**config.mk**
```make
export PLATFORM = sky130hd
export DESIGN_NAME = pdps_top
export DESIGN_NICKNAME = d
export VERILOG_FILES = /design/src/inc/pdps_pkg.sv /design/src/rtl/pdps_top.sv
export SDC_FILE = /design/constraint.sdc
export NUM_CORES = 1
export LEC_CHECK = 0
export BUFFER_PORTS_ARGS = -buffer_cell sky130_fd_sc_hd__buf_2
export CORE_ASPECT_RATIO = 0.75
export CORE_MARGIN = 2
export CORE_UTILIZATION = 38
export DETAILED_ROUTE_END_ITERATION = 12
export GPL_TIMING_DRIVEN = 0
export PLACE_DENSITY = 0.71
export SETUP_SLACK_MARGIN = 0.05
export SYNTH_ARGS = -nofsm -noshare
export SYNTH_HDL_FRONTEND = slang
export SYNTH_SLANG_ARGS = --single-unit
```
**constraint.sdc**
```tcl
create_clock -name CLOCK -period 3.2 [get_ports CLOCK]
set_input_delay 0.32 -clock CLOCK [delete_from_list [all_inputs] [get_ports CLOCK]]
set_output_delay 0.32 -clock CLOCK [all_outputs]
set_load 0.1 [all_outputs]
```
**src/inc/pdps_pkg.sv**
```systemverilog
// Constants and types for the post divider phase shift register block
`default_nettype none
package pdps_pkg;
	localparam int          NUM_DIV      = 5;
	localparam int          COARSE_W     = 13;
	localparam int          FINE_W       = 3;
	localparam int          DEG_W        = 9;
	localparam int          FINE_LSB     = 13;
	localparam int          OSC_DIS_BIT  = 0;
	localparam int          REV_TOP_W    = 2;
	// Byte address of the high byte of each divider register
	localparam logic [7:0]  DIV_BASE [NUM_DIV] = '{
		8'hC1, 8'hC7, 8'hC9, 8'hCB, 8'hCD
	};
	localparam logic [7:0]  OSC_SEL_ADDR = 8'hC3;
	localparam logic [7:0]  REV_ADDR     = 8'hC6;
	localparam logic [15:0] DIV_RESET    = 16'h0000;
	localparam logic [7:0]  OSC_RESET    = 8'h00;
	localparam logic [7:0]  RDATA_NONE   = 8'h00;
	localparam logic [2:0]  IDX_NONE     = 3'h7;

	typedef struct packed {
		logic signed [COARSE_W-1:0] period_offset;
		logic [FINE_W-1:0]          fine_offset;
		logic signed [DEG_W-1:0]    fine_deg;
		logic                       advance;
		logic                       delay;
	} pdps_div_cfg_s;
endpackage : pdps_pkg
`default_nettype wire

```
**src/rtl/pdps_top.sv**
```systemverilog
// Phase shift configuration registers for five synthesizer post dividers
//
// Function
// Coarse shift is bits 12:0, two's complement synthesizer periods.
// Zero coarse: no shift; negative delays, positive advances a period.
// Coarse and fine settings of one divider apply together, per divider.
// Three-bit fine shift sits in bits 15:13, steps of 45 degrees.
// Fine codes decode 0,-45,-90,-135,180,135,90,45 degrees in order.
// Oscillator select bit 0 low enables driver, high disables it.
// Software sets select high for external oscillator, low for crystal.
// Readable revision byte combines with bits 6:5 of register zero.
// Sixteen-bit registers span two bytes, high byte at lower address.
`default_nettype none
module pdps_top
	import pdps_pkg::*;
#(
	// Arbitrary neutral revision value
	parameter logic [7:0] REVISION_BYTE = 8'h5A
) (
	input  wire logic                 CLOCK,
	input  wire logic                 SRST,
	input  wire logic [7:0]           REG_ADDR,
	input  wire logic                 REG_WR,
	input  wire logic [7:0]           REG_WDATA,
	input  wire logic                 REG_RD,
	input  wire logic [REV_TOP_W-1:0] REV_TOP_BITS,
	output var  logic [7:0]           REG_RDATA,
	output var  logic                 REG_RVALID,
	output var  pdps_div_cfg_s        DIV_CFG [NUM_DIV],
	output var  logic [NUM_DIV-1:0]   CFG_UPDATE,
	output var  logic                 OSC_DRIVER_EN,
	output var  logic [9:0]           FULL_REVISION
);

	logic [15:0]          div_reg        [NUM_DIV];
	logic [15:0]          next_div_reg   [NUM_DIV];
	logic [7:0]           stage          [NUM_DIV];
	logic [7:0]           next_stage     [NUM_DIV];
	pdps_div_cfg_s        next_cfg       [NUM_DIV];
	logic [NUM_DIV-1:0]   next_update;
	logic                 osc_driver_disable;
	logic                 next_osc_driver_disable;
	logic [7:0]           rev_byte;
	logic [7:0]           next_rev_byte;
	logic [7:0]           next_rdata;
	logic                 next_rvalid;
	logic                 next_osc_en;
	logic [9:0]           next_full_rev;
	logic [3:0]           wr_dec;
	logic [3:0]           rd_dec;

	// Address to {low byte, divider index}; index 7 when unmapped
	function automatic logic [3:0] decode_div(input logic [7:0] a);
		logic [3:0] r;
		r = {1'b0, IDX_NONE};
		for (int i = 0; i < NUM_DIV; i++) begin
			if (a == DIV_BASE[i])
				r = {1'b0, 3'(i)};
			else if (a == DIV_BASE[i] + 8'h01)
				r = {1'b1, 3'(i)};
		end
		return r;
	endfunction : decode_div

	// fine code decode
	function automatic logic signed [DEG_W-1:0] fine_to_deg(
		input logic [FINE_W-1:0] c
	);
		logic signed [DEG_W-1:0] d;
		d = 9'sd0;
		unique case (c)
			3'h0: d = 9'sd0;
			3'h1: d = -9'sd45;
			3'h2: d = -9'sd90;
			3'h3: d = -9'sd135;
			3'h4: d = 9'sd180;
			3'h5: d = 9'sd135;
			3'h6: d = 9'sd90;
			3'h7: d = 9'sd45;
		endcase
		return d;
	endfunction : fine_to_deg

	assign wr_dec = decode_div(REG_ADDR);
	assign rd_dec = decode_div(REG_ADDR);

	always_comb begin
		next_update = '0;
		for (int i = 0; i < NUM_DIV; i++) begin
			next_div_reg[i] = div_reg[i];
			next_stage[i]   = stage[i];
		end
		next_osc_driver_disable = osc_driver_disable;
		next_rev_byte           = rev_byte;
		if (REG_WR) begin
			if (wr_dec[2:0] != IDX_NONE) begin
				// high byte staged, low byte commits
				if (!wr_dec[3]) begin
					next_stage[wr_dec[2:0]] = REG_WDATA;
				end else begin
					// both fields commit at once
					next_div_reg[wr_dec[2:0]] = {stage[wr_dec[2:0]], REG_WDATA};
					next_update[wr_dec[2:0]]  = 1'b1;
				end
			end else if (REG_ADDR == OSC_SEL_ADDR) begin
				next_osc_driver_disable = REG_WDATA[OSC_DIS_BIT];
			end else if (REG_ADDR == REV_ADDR) begin
				next_rev_byte = REG_WDATA;
			end
		end
		for (int i = 0; i < NUM_DIV; i++) begin
			// coarse field, R4 fine field
			next_cfg[i].period_offset = next_div_reg[i][COARSE_W-1:0];
			next_cfg[i].fine_offset   = next_div_reg[i][15:FINE_LSB];
			next_cfg[i].fine_deg      =
				fine_to_deg(next_div_reg[i][15:FINE_LSB]);
			// direction from sign
			next_cfg[i].advance = !next_div_reg[i][COARSE_W-1]
				&& (next_div_reg[i][COARSE_W-1:0] != '0);
			next_cfg[i].delay   = next_div_reg[i][COARSE_W-1];
		end
		// active high disable bit
		next_osc_en   = !next_osc_driver_disable;
		// full revision
		next_full_rev = {REV_TOP_BITS, next_rev_byte};
		next_rvalid   = REG_RD;
		next_rdata    = RDATA_NONE;
		if (REG_RD) begin
			if (rd_dec[2:0] != IDX_NONE)
				next_rdata = rd_dec[3] ? div_reg[rd_dec[2:0]][7:0]
					: div_reg[rd_dec[2:0]][15:8];
			else if (REG_ADDR == OSC_SEL_ADDR)
				next_rdata = {7'h00, osc_driver_disable};
			else if (REG_ADDR == REV_ADDR)
				next_rdata = rev_byte;
		end
	end

	always_ff @(posedge CLOCK) begin
		if (SRST) begin
			for (int i = 0; i < NUM_DIV; i++) begin
				div_reg[i] <= DIV_RESET;
				stage[i]   <= 8'h00;
				DIV_CFG[i] <= '0;
			end
			CFG_UPDATE         <= '0;
			osc_driver_disable <= OSC_RESET[OSC_DIS_BIT];
			rev_byte           <= REVISION_BYTE;
			OSC_DRIVER_EN      <= 1'b1;
			FULL_REVISION      <= {2'h0, REVISION_BYTE};
			REG_RDATA          <= RDATA_NONE;
			REG_RVALID         <= 1'b0;
		end else begin
			for (int i = 0; i < NUM_DIV; i++) begin
				div_reg[i] <= next_div_reg[i];
				stage[i]   <= next_stage[i];
				DIV_CFG[i] <= next_cfg[i];
			end
			CFG_UPDATE         <= next_update;
			osc_driver_disable <= next_osc_driver_disable;
			rev_byte           <= next_rev_byte;
			OSC_DRIVER_EN      <= next_osc_en;
			FULL_REVISION      <= next_full_rev;
			REG_RDATA          <= next_rdata;
			REG_RVALID         <= next_rvalid;
		end
	end

	generate
		for (genvar g = 0; g < NUM_DIV; g++) begin : g_chk
			AST_COARSE_FIELD: assert property (
				@(posedge CLOCK) disable iff (SRST)
				REG_WR && REG_ADDR == DIV_BASE[g] + 8'h01
				|=> DIV_CFG[g].period_offset
					== {stage[g][4:0], $past(REG_WDATA)})
				else $error("Coarse offset not taken from low bits");
			AST_DIRECTION: assert property (
				@(posedge CLOCK) disable iff (SRST)
				(DIV_CFG[g].period_offset == '0 |-> !DIV_CFG[g].advance
					&& !DIV_CFG[g].delay)
				and (DIV_CFG[g].period_offset < 0 |-> DIV_CFG[g].delay)
				and (DIV_CFG[g].period_offset > 0 |-> DIV_CFG[g].advance))
				else $error("Shift direction wrong for coarse value");
			AST_TOGETHER: assert property (
				@(posedge CLOCK) disable iff (SRST)
				!CFG_UPDATE[g] && !$past(SRST) |-> $stable(DIV_CFG[g]))
				else $error("Divider setting changed without commit");
			AST_FINE_FIELD: assert property (
				@(posedge CLOCK) disable iff (SRST)
				CFG_UPDATE[g] |-> DIV_CFG[g].fine_offset == div_reg[g][15:13])
				else $error("Fine offset not from top bits");
			AST_FINE_DEG: assert property (
				@(posedge CLOCK) disable iff (SRST)
				(DIV_CFG[g].fine_offset == 3'h3 |-> DIV_CFG[g].fine_deg == -135)
				and (DIV_CFG[g].fine_offset == 3'h4
					|-> DIV_CFG[g].fine_deg == 180)
				and (DIV_CFG[g].fine_offset == 3'h7
					|-> DIV_CFG[g].fine_deg == 45))
				else $error("Fine phase decode wrong");
			AST_HIGH_BYTE_HOLD: assert property (
				@(posedge CLOCK) disable iff (SRST)
				REG_WR && REG_ADDR == DIV_BASE[g] ##1 !CFG_UPDATE[g]
				|-> stage[g] == $past(REG_WDATA) && $stable(div_reg[g]))
				else $error("High byte write altered live setting");
		end
	endgenerate

	AST_OSC_DRIVER: assert property (
		@(posedge CLOCK) disable iff (SRST)
		REG_WR && REG_ADDR == OSC_SEL_ADDR
		|=> OSC_DRIVER_EN == !$past(REG_WDATA[0]))
		else $error("Oscillator driver enable wrong");
	AST_REVISION: assert property (
		@(posedge CLOCK) disable iff (SRST)
		!$past(SRST) |-> FULL_REVISION
			== {$past(REV_TOP_BITS), $past(next_rev_byte)})
		else $error("Full revision not combined");
	AST_READ_REV: assert property (
		@(posedge CLOCK) disable iff (SRST)
		REG_RD && REG_ADDR == REV_ADDR && !REG_WR
		|=> REG_RVALID ##0 REG_RDATA == rev_byte)
		else $error("Revision byte read back wrong");

endmodule : pdps_top
`default_nettype wire

```
==> flow_metrics.py, run 1 <==
metrics = {
    "worst_setup_path": {
        "r2r_start": "stage[4][1]$_SDFFE_PP0P_",
        "start_kind": "primary input",
        "cp.arrival_ns": 3.30,
        "ff2ff_path_depth": 6,
        "crit_fanout": 10,
        "crit_type": "primary input to flip-flop",
        "cp.required_ns": 3.51,
        "r2r_slack_ns": 0.72,
        "rr_endpoint": "DIV_CFG[82]$_SDFF_PP0_",
        "crit_path_end_kind": "flip-flop",
        "crit_path_start": "REG_ADDR[0]",
    },
    "synthesis": {
        "synth_nets": 1085,
        "syn_area_um2": 8750,
        "synth-seq-cells": 191,
        "synth-xor-area-share_pct": 0.7007,
        "synth_top_family_by_area": "simple AND/OR/NAND/NOR gates",
        "async_flop_share_pct": 0,
        "yosys.area_share.simple_pct": 21.32,
        "yosysSeqAreaShare_pct": 43.70,
        "synthFlopType": "dfxtp_1",
        "synth_edf_count": 0,
        "synthAdderAreaFrac_pct": 2.860,
        "syn-instance-count": 1043,
        "synth_cell_types": 65,
        "syn_area_per_cell_um2": 8.389,
        "synth.area.mux_share_pct": 8.165,
        "synth_compound_area_share_pct": 17.57,
        "synth.yosys.warnings": 0,
    },
    "sta": {
        "fin_crit_sh_pct": 93.67,
        "finalSetupViolCount": 0,
        "relSlewSlack_pct": 8.070,
        "max_freq_ghz": 0.3336,
        "hold_violations": 0,
        "layout_min_cycle_time_ns": 2.998,
        "finClkSkew_ns": 0.01425,
        "whs_ns": 0.07158,
        "rsz0062_at_grt": "false",
        "tightestPinTransition_ns": 1.368,
        "final_max_slew_viol_count": 0,
    },
    "floorplan": {
        "io_pins": 182,
        "die_w_um": 179.2,
        "core-area_um2": 22820,
        "initial_core_util_pct": 38.34,
        "rows": 48,
        "die_h_um": 135.4,
        "dieArea_um2": 24270,
    },
    "routing": {
        "drtIter0Drc": 1138,
        "drt-vias-per-instance": 5.683,
        "wl_per_cell_um": 22.68,
        "wirelength_mm": 35.29,
        "ant_nets": 0,
        "route.detailed.drc": 0,
        "num_vias": 8843,
        "firstDrtPassIters": 8,
    },
    "grt": {
        "grt_pass1_vias": 7866,
        "grt_max_degree": 23,
        "antenna_found_initial": 0,
        "gr-usage-met2_pct": 40.34,
        "gr-total-overflow": 0,
        "grt_use_met1_pct": 40.88,
        "met3_usage_pct": 8.979,
        "busiest_layer": "met1",
        "grt_pass1_wl_mm": 50.25,
        "track_usage_pct": 28.54,
    },
    "placed_design": {
        "dp_hpwl_mm": 26.60,
        "finalWeightedCongestion": 1.015,
        "place.port_buffers": 180,
        "placed_cell_area_um2": 10030,
    },
    "finish": {
        "drive_gt1_share_pct": 21.42,
        "top_regs": "DIV_CFG x116, stage x40, FULL_REVISION x10",
        "n_antenna_cell": 0,
        "largest_register_ffs": 116,
        "most-common-layout-cells": "196 x buf_2, 191 x dfxtp_1, 154 x nand2_1, 117 x nor2_1, 108 x a21oi_1",
        "areaGrowthSynthToFinish_pct": 21.78,
        "final_common_cell": "buf_2",
        "max_flop_register": "DIV_CFG",
        "stdcell_area_um2": 10660,
        "nets": 1285,
    },
    "clock_network": {
        "cts_setup_buffers": 0,
        "cts_resized": 0,
        "clk_latency_ns": 0.45,
        "cts.clk_slew.worst_paths_ns": 0.08,
        "clk_path_buf_depth": 2,
        "cts_hold_buf": 0,
        "htreeDepth": 4,
        "cts_sinks": 191,
        "numCtsBuffers": 17,
        "cts_tree": "built",
        "cts_root_buffer": "clkbuf_16",
    },
    "hold_path": {
        "hold_path.startpoint": "REV_TOP_BITS[0]",
        "min_path_cells": 2,
        "hold_end": "FULL_REVISION[8]$_SDFF_PP0_",
        "hold_class": "primary input to flip-flop",
    },
    "flow_run": {
        "max_cap_viol_count": 0,
    },
    "power_and_ir_drop": {
        "internal-power_w": 0.003538,
        "ir_worst_vdd_mv": 0.3542,
        "p_switching_w": 0.001422,
        "leakagePower_nw": 4.601,
        "p_per_area_nw_per_um2": 465.6,
        "p_seq_share_pct": 48.0,
        "share_comb_of_total_power_pct": 7.0,
        "swShare_pct": 28.67,
        "power_frac_clock_pct": 45.0,
    },
    "outcome": {
        "status": "finished clean",
    },
}
area by class of cell:
class | instances | area (um2)
Fill cell | 2249 | 12170
Multi-Input combinational cell | 744 | 4429
Sequential cell | 191 | 3824
Timing Repair Buffer | 181 | 908.4
Clock buffer | 17 | 425.4
Buffer | 87 | 417.9
Tap cell | 300 | 375.4
Clock inverter | 15 | 196.4
Inverter | 21 | 78.83
how the worst max path moves through the flow:
stage,cells after the start,slack [ns],to
2_1_floorplan,9,0.55,DIV_CFG[90]$_SDFF_PP0_
3_3_place_gp,9,-0.14,DIV_CFG[90]$_SDFF_PP0_
4_1_cts,9,0.30,DIV_CFG[90]$_SDFF_PP0_
6_report,9,0.20,DIV_CFG[90]$_SDFF_PP0_
5_1_grt,9,0.05,DIV_CFG[90]$_SDFF_PP0_
3_5_place_dp,9,-0.18,DIV_CFG[90]$_SDFF_PP0_
cell usage after synthesis (all sizes together) (3+ instances only):
master	instances	area share (%)
a2111oi	3	0.30
a211oi	41	3.8
a21o	3	0.26
a21oi	108	6.2
a221o	3	0.34
a221oi	5	0.50
a22oi	4	0.34
and2	4	0.29
and3	6	0.43
and4b	3	0.34
buf	39	2.7
clkbuf	48	2.1
dfxtp	191	44
ha	20	2.9
inv	21	0.90
mux2	11	1.4
mux2i	59	6.7
nand2	154	6.6
nand2b	10	0.72
nand3	20	1.1
nand3b	3	0.26
nand4	5	0.43
nor2	118	5.1
nor2b	20	1.4
nor3	24	1.5
nor4	17	1.2
nor4b	5	0.57
o211ai	6	0.51
o21a	3	0.26
o21ai	38	2.2
o21bai	6	0.51
o221ai	6	0.60
o31ai	3	0.26
or3	4	0.29
xnor2	6	0.60
kinds of logic after synthesis:
| group | Yosys count |
|---|---|
| buf+inv | 108 |
| mux | 70 |
| flops | 191 |
| simple gates | 402 |
| xor+xnor | 7 |
| fa+ha+maj | 20 |
| compound gates | 245 |
critical path, stage by stage:
cell and delay (ns):
buf_4 0.16, nor4b_2 1.07, and3_1 0.30, buf_2 0.14, buf_4 0.19, mux2i_1 0.58
ha_1 0.37, nor2_1 0.12, a211oi_1 0.05
through the flow:
stage | TNS (ns) | total power, W | cells | worst slack [ns] | util (%)
CTS | 0 | 0.004952 | 1555 | 0.3000 | 46.66
global placement | -1.117 | 0.002769 | 1523 | -0.1383 | 43.93
detailed placement | -1.519 | 0.002768 | 1523 | -0.1777 | 43.93
finish | 0 | 0.004961 | 1556 | 0.2025 | 46.69
floorplan | 0 | 0.002637 | 1043 | 0.5457 | -
global route | 0 | 0.005080 | 1556 | 0.05043 | 46.69
power groups by stage:
stage	sequential, W	combinational, W	clock (W)
4_1_cts	0.00238	0.000332	0.00224
6_report	0.00238	0.000345	0.00223
5_1_grt	0.00238	0.000356	0.00234
3_5_place_dp	0.00244	0.000330	0
3_3_place_gp	0.00244	0.000331	0
2_1_floorplan	0.00247	0.000168	0
metal layers:
| metal | wire, um | vias up | part of all wire [%] |
|---|---|---|---|
| li1 | - | 4042 | - |
| met1 | 15460 | 4218 | 44 |
| met2 | 14690 | 528 | 42 |
| met3 | 4303 | 55 | 12 |
| met4 | 842 | 0 | 2.4 |
| met5 | 0 | - | 0 |
Power figures use the tool's default switching activity.
==> run 2, diff against run 1 <==
--- a/config.mk
+++ b/config.mk
@@ -5,6 +5,7 @@
 export SDC_FILE = /design/constraint.sdc
 export NUM_CORES = 1
 export LEC_CHECK = 0
+export ABC_AREA = 1
 export BUFFER_PORTS_ARGS = -buffer_cell sky130_fd_sc_hd__buf_2
 export CORE_ASPECT_RATIO = 0.75
 export CORE_MARGIN = 2
==> flow_metrics.py, run 2 <==
metrics = {
    "outcome": {
        "status": "finished clean",
    },
    "finish": {
        "n_fill_cell": 2342,
        "max_flop_register": "DIV_CFG",
        "nets": 1443,
        "areaGrowthSynthToFinish_pct": 21.23,
        "top_regs": "DIV_CFG x116, stage x40, FULL_REVISION x10",
        "final_common_cell": "nand2_1",
        "largest_register_ffs": 116,
        "n_antenna_cell": 0,
        "final_cells": 1714,
        "fin_util_pct": 46.50,
        "most-common-layout-cells": "257 x nand2_1, 191 x dfxtp_1, 189 x buf_2, 163 x nor2_1, 135 x inv_1",
        "drive_gt1_share_pct": 22.07,
    },
    "routing": {
        "ant_nets": 0,
        "drtIter0Drc": 1007,
        "drt-vias-per-instance": 5.163,
        "route.detailed.drc": 0,
        "wirelength_mm": 32.32,
        "firstDrtPassIters": 7,
        "wl_per_cell_um": 18.86,
        "num_vias": 8849,
    },
    "synthesis": {
        "synth.area.mux_share_pct": 0.4574,
        "yosys.area_share.simple_pct": 27.04,
        "synth_cell_types": 43,
        "synth_compound_area_share_pct": 15.84,
        "syn_area_um2": 8753,
        "synth_top_family_by_area": "simple AND/OR/NAND/NOR gates",
        "synth_area_leaders": "dfxtp_1 44%, nand2_1 11%, nor2_1 7.0%",
        "yosys.area.top_type": "dfxtp_1",
        "synth-xor-area-share_pct": 0,
        "async_flop_share_pct": 0,
        "yosysSeqAreaShare_pct": 43.68,
        "synth_top_area_share_pct": 43.68,
        "synthFlopType": "dfxtp_1",
        "synth_edf_count": 0,
        "synth.most_common_cell": "nand2_1",
        "synth_nets": 1247,
        "synth-seq-cells": 191,
        "synth.yosys.warnings": 0,
        "synthAdderAreaFrac_pct": 2.859,
        "syn_area_per_cell_um2": 7.264,
        "syn-instance-count": 1205,
        "synth_commonest_cells": "257 x nand2_1, 191 x dfxtp_1, 163 x nor2_1, 135 x inv_1, 82 x o21ai_0",
    },
    "worst_setup_path": {
        "crit_path_end_kind": "flip-flop",
        "cp.required_ns": 3.55,
        "start_kind": "primary input",
        "cp.arrival_ns": 3.15,
        "r2r_slack_ns": 1.08,
        "crit_type": "primary input to flip-flop",
        "crit_fanout": 10,
    },
    "floorplan": {
        "die_w_um": 179.3,
        "rows": 48,
        "core-area_um2": 22820,
        "io_pins": 182,
        "die_h_um": 135.4,
        "dieArea_um2": 24280,
        "initial_core_util_pct": 38.36,
    },
    "grt": {
        "grt_pass1_wl_mm": 47.27,
        "grt_max_degree": 18,
        "gr-total-overflow": 0,
        "track_usage_pct": 26.39,
        "antenna_found_initial": 0,
        "grt_pass1_vias": 8083,
    },
    "sta": {
        "layout_min_cycle_time_ns": 2.805,
        "finClkSkew_ns": 0.01053,
        "rsz0062_at_grt": "false",
        "max_freq_ghz": 0.3565,
        "fin_tns_setup_ns": 0,
        "whs_ns": 0.08109,
        "final_max_slew_viol_count": 0,
        "fin_crit_sh_pct": 87.65,
        "relSlewSlack_pct": 23.03,
        "tightestPinTransition_ns": 1.146,
        "hold_violations": 0,
        "finalSetupViolCount": 0,
    },
    "power_and_ir_drop": {
        "finalPower_w": 0.004778,
        "p_per_area_nw_per_um2": 450.2,
        "ir_worst_vdd_mv": 0.3455,
        "leakagePower_nw": 5.077,
    },
    "clock_network": {
        "numCtsBuffers": 17,
        "cts_tree": "built",
        "cts_sinks": 191,
        "cts_hold_buf": 0,
        "clk_latency_ns": 0.45,
        "clk_path_buf_depth": 2,
        "cts_setup_buffers": 0,
        "cts_root_buffer": "clkbuf_16",
        "htreeDepth": 4,
        "cts_resized": 0,
        "cts.clk_slew.worst_paths_ns": 0.07,
    },
    "placed_design": {
        "finalWeightedCongestion": 0.9711,
        "dp_hpwl_mm": 25.09,
        "dp_cells": 1682,
        "place.port_buffers": 177,
    },
    "flow_run": {
        "max_cap_viol_count": 0,
    },
    "hold_path": {
        "hold_class": "primary input to flip-flop",
    },
}
==> run 2: cell count changes in the layout (fill, tap and decap cells not counted), sizes merged, moves of 53 or more <==
cell and delta:
mux2i -55, nor2 +62, nand3 +53, o21ai +90, inv +124, nand2 +116
==> run 2: critical path: stages <==
cell,delay (ns)
buf_2,0.11
inv_1,0.05
nand2_1,0.08
nor2_4,0.27
nand3_2,0.27
nand4_4,0.30
nand3_2,0.28
buf_2,0.34
o21ai_1,0.33
inv_1,0.18
ha_1,0.34
inv_1,0.07
o21ai_1,0.07
nand2_1,0.09
inv_1,0.04
==> run 2: final cells by class <==
cell class,instances,area [um2],share of cell area [%]
clock inverters,14,156.4,1.474
clock buffers,18,439.2,4.139
well taps,300,375.4,3.537
repair buffers,177,885.9,8.348
multi-input cells,800,4044,38.11
plain buffers,62,316.6,2.983
inverters,152,570.5,5.377
flip-flops and latches,191,3824,36.03
==> run 2: per-layer routing <==
metal,part of all wire [%],vias up,track usage [%]
met1,45,4087,38.00
met5,0,-,0
li1,-,4235,-
met3,12,60,7.351
met4,2.2,0,7.616
met2,41,467,38.25
==> run 2: logic make-up (layout without fill, tap and decap cells) <==
family,Yosys count,after routing
AND/OR/NAND/NOR,539,539
adder cells (fa/ha/maj),20,20
flip-flops,191,191
AO/OA/AOI/OAI,237,237
buffers and inverters,214,423
multiplexers,4,4
==> run 2: worst paths after layout <==
| kind | from | end | cells after the start |
|---|---|---|---|
| max | REG_ADDR[4] | DIV_CFG[9]$_SDFF_PP0_ | 15 |
| max reg2reg | stage[2][6]$_SDFFE_PP0P_ | DIV_CFG[63]$_SDFF_PP0_ | 12 |
| min reg2reg | stage[0][1]$_SDFFE_PP0P_ | stage[0][1]$_SDFFE_PP0P_ | 2 |
| min | REV_TOP_BITS[0] | FULL_REVISION[8]$_SDFF_PP0_ | 3 |
==> run 2: per-stage QoR <==
stage / setup WS [ns] / cell area [um2]
2_1_floorplan: 0.7577 / 8753
3_3_place_gp: 0.01887 / 10010
3_5_place_dp: -0.09412 / 10010
4_1_cts: 0.3562 / 10610
5_1_grt: 0.1767 / 10610
6_report: 0.3953 / 10610
==> run 2: report_power, final <==
part / internal [W] / switching (W) / total [W] / leakage (nW)
logic: 0.0000358 / 0.000175 / 0.000211 / 3.25
registers: 0.00238 / 0.00000108 / 0.00238 / 1.54
clock network: 0.00119 / 0.000999 / 0.00219 / 0.291
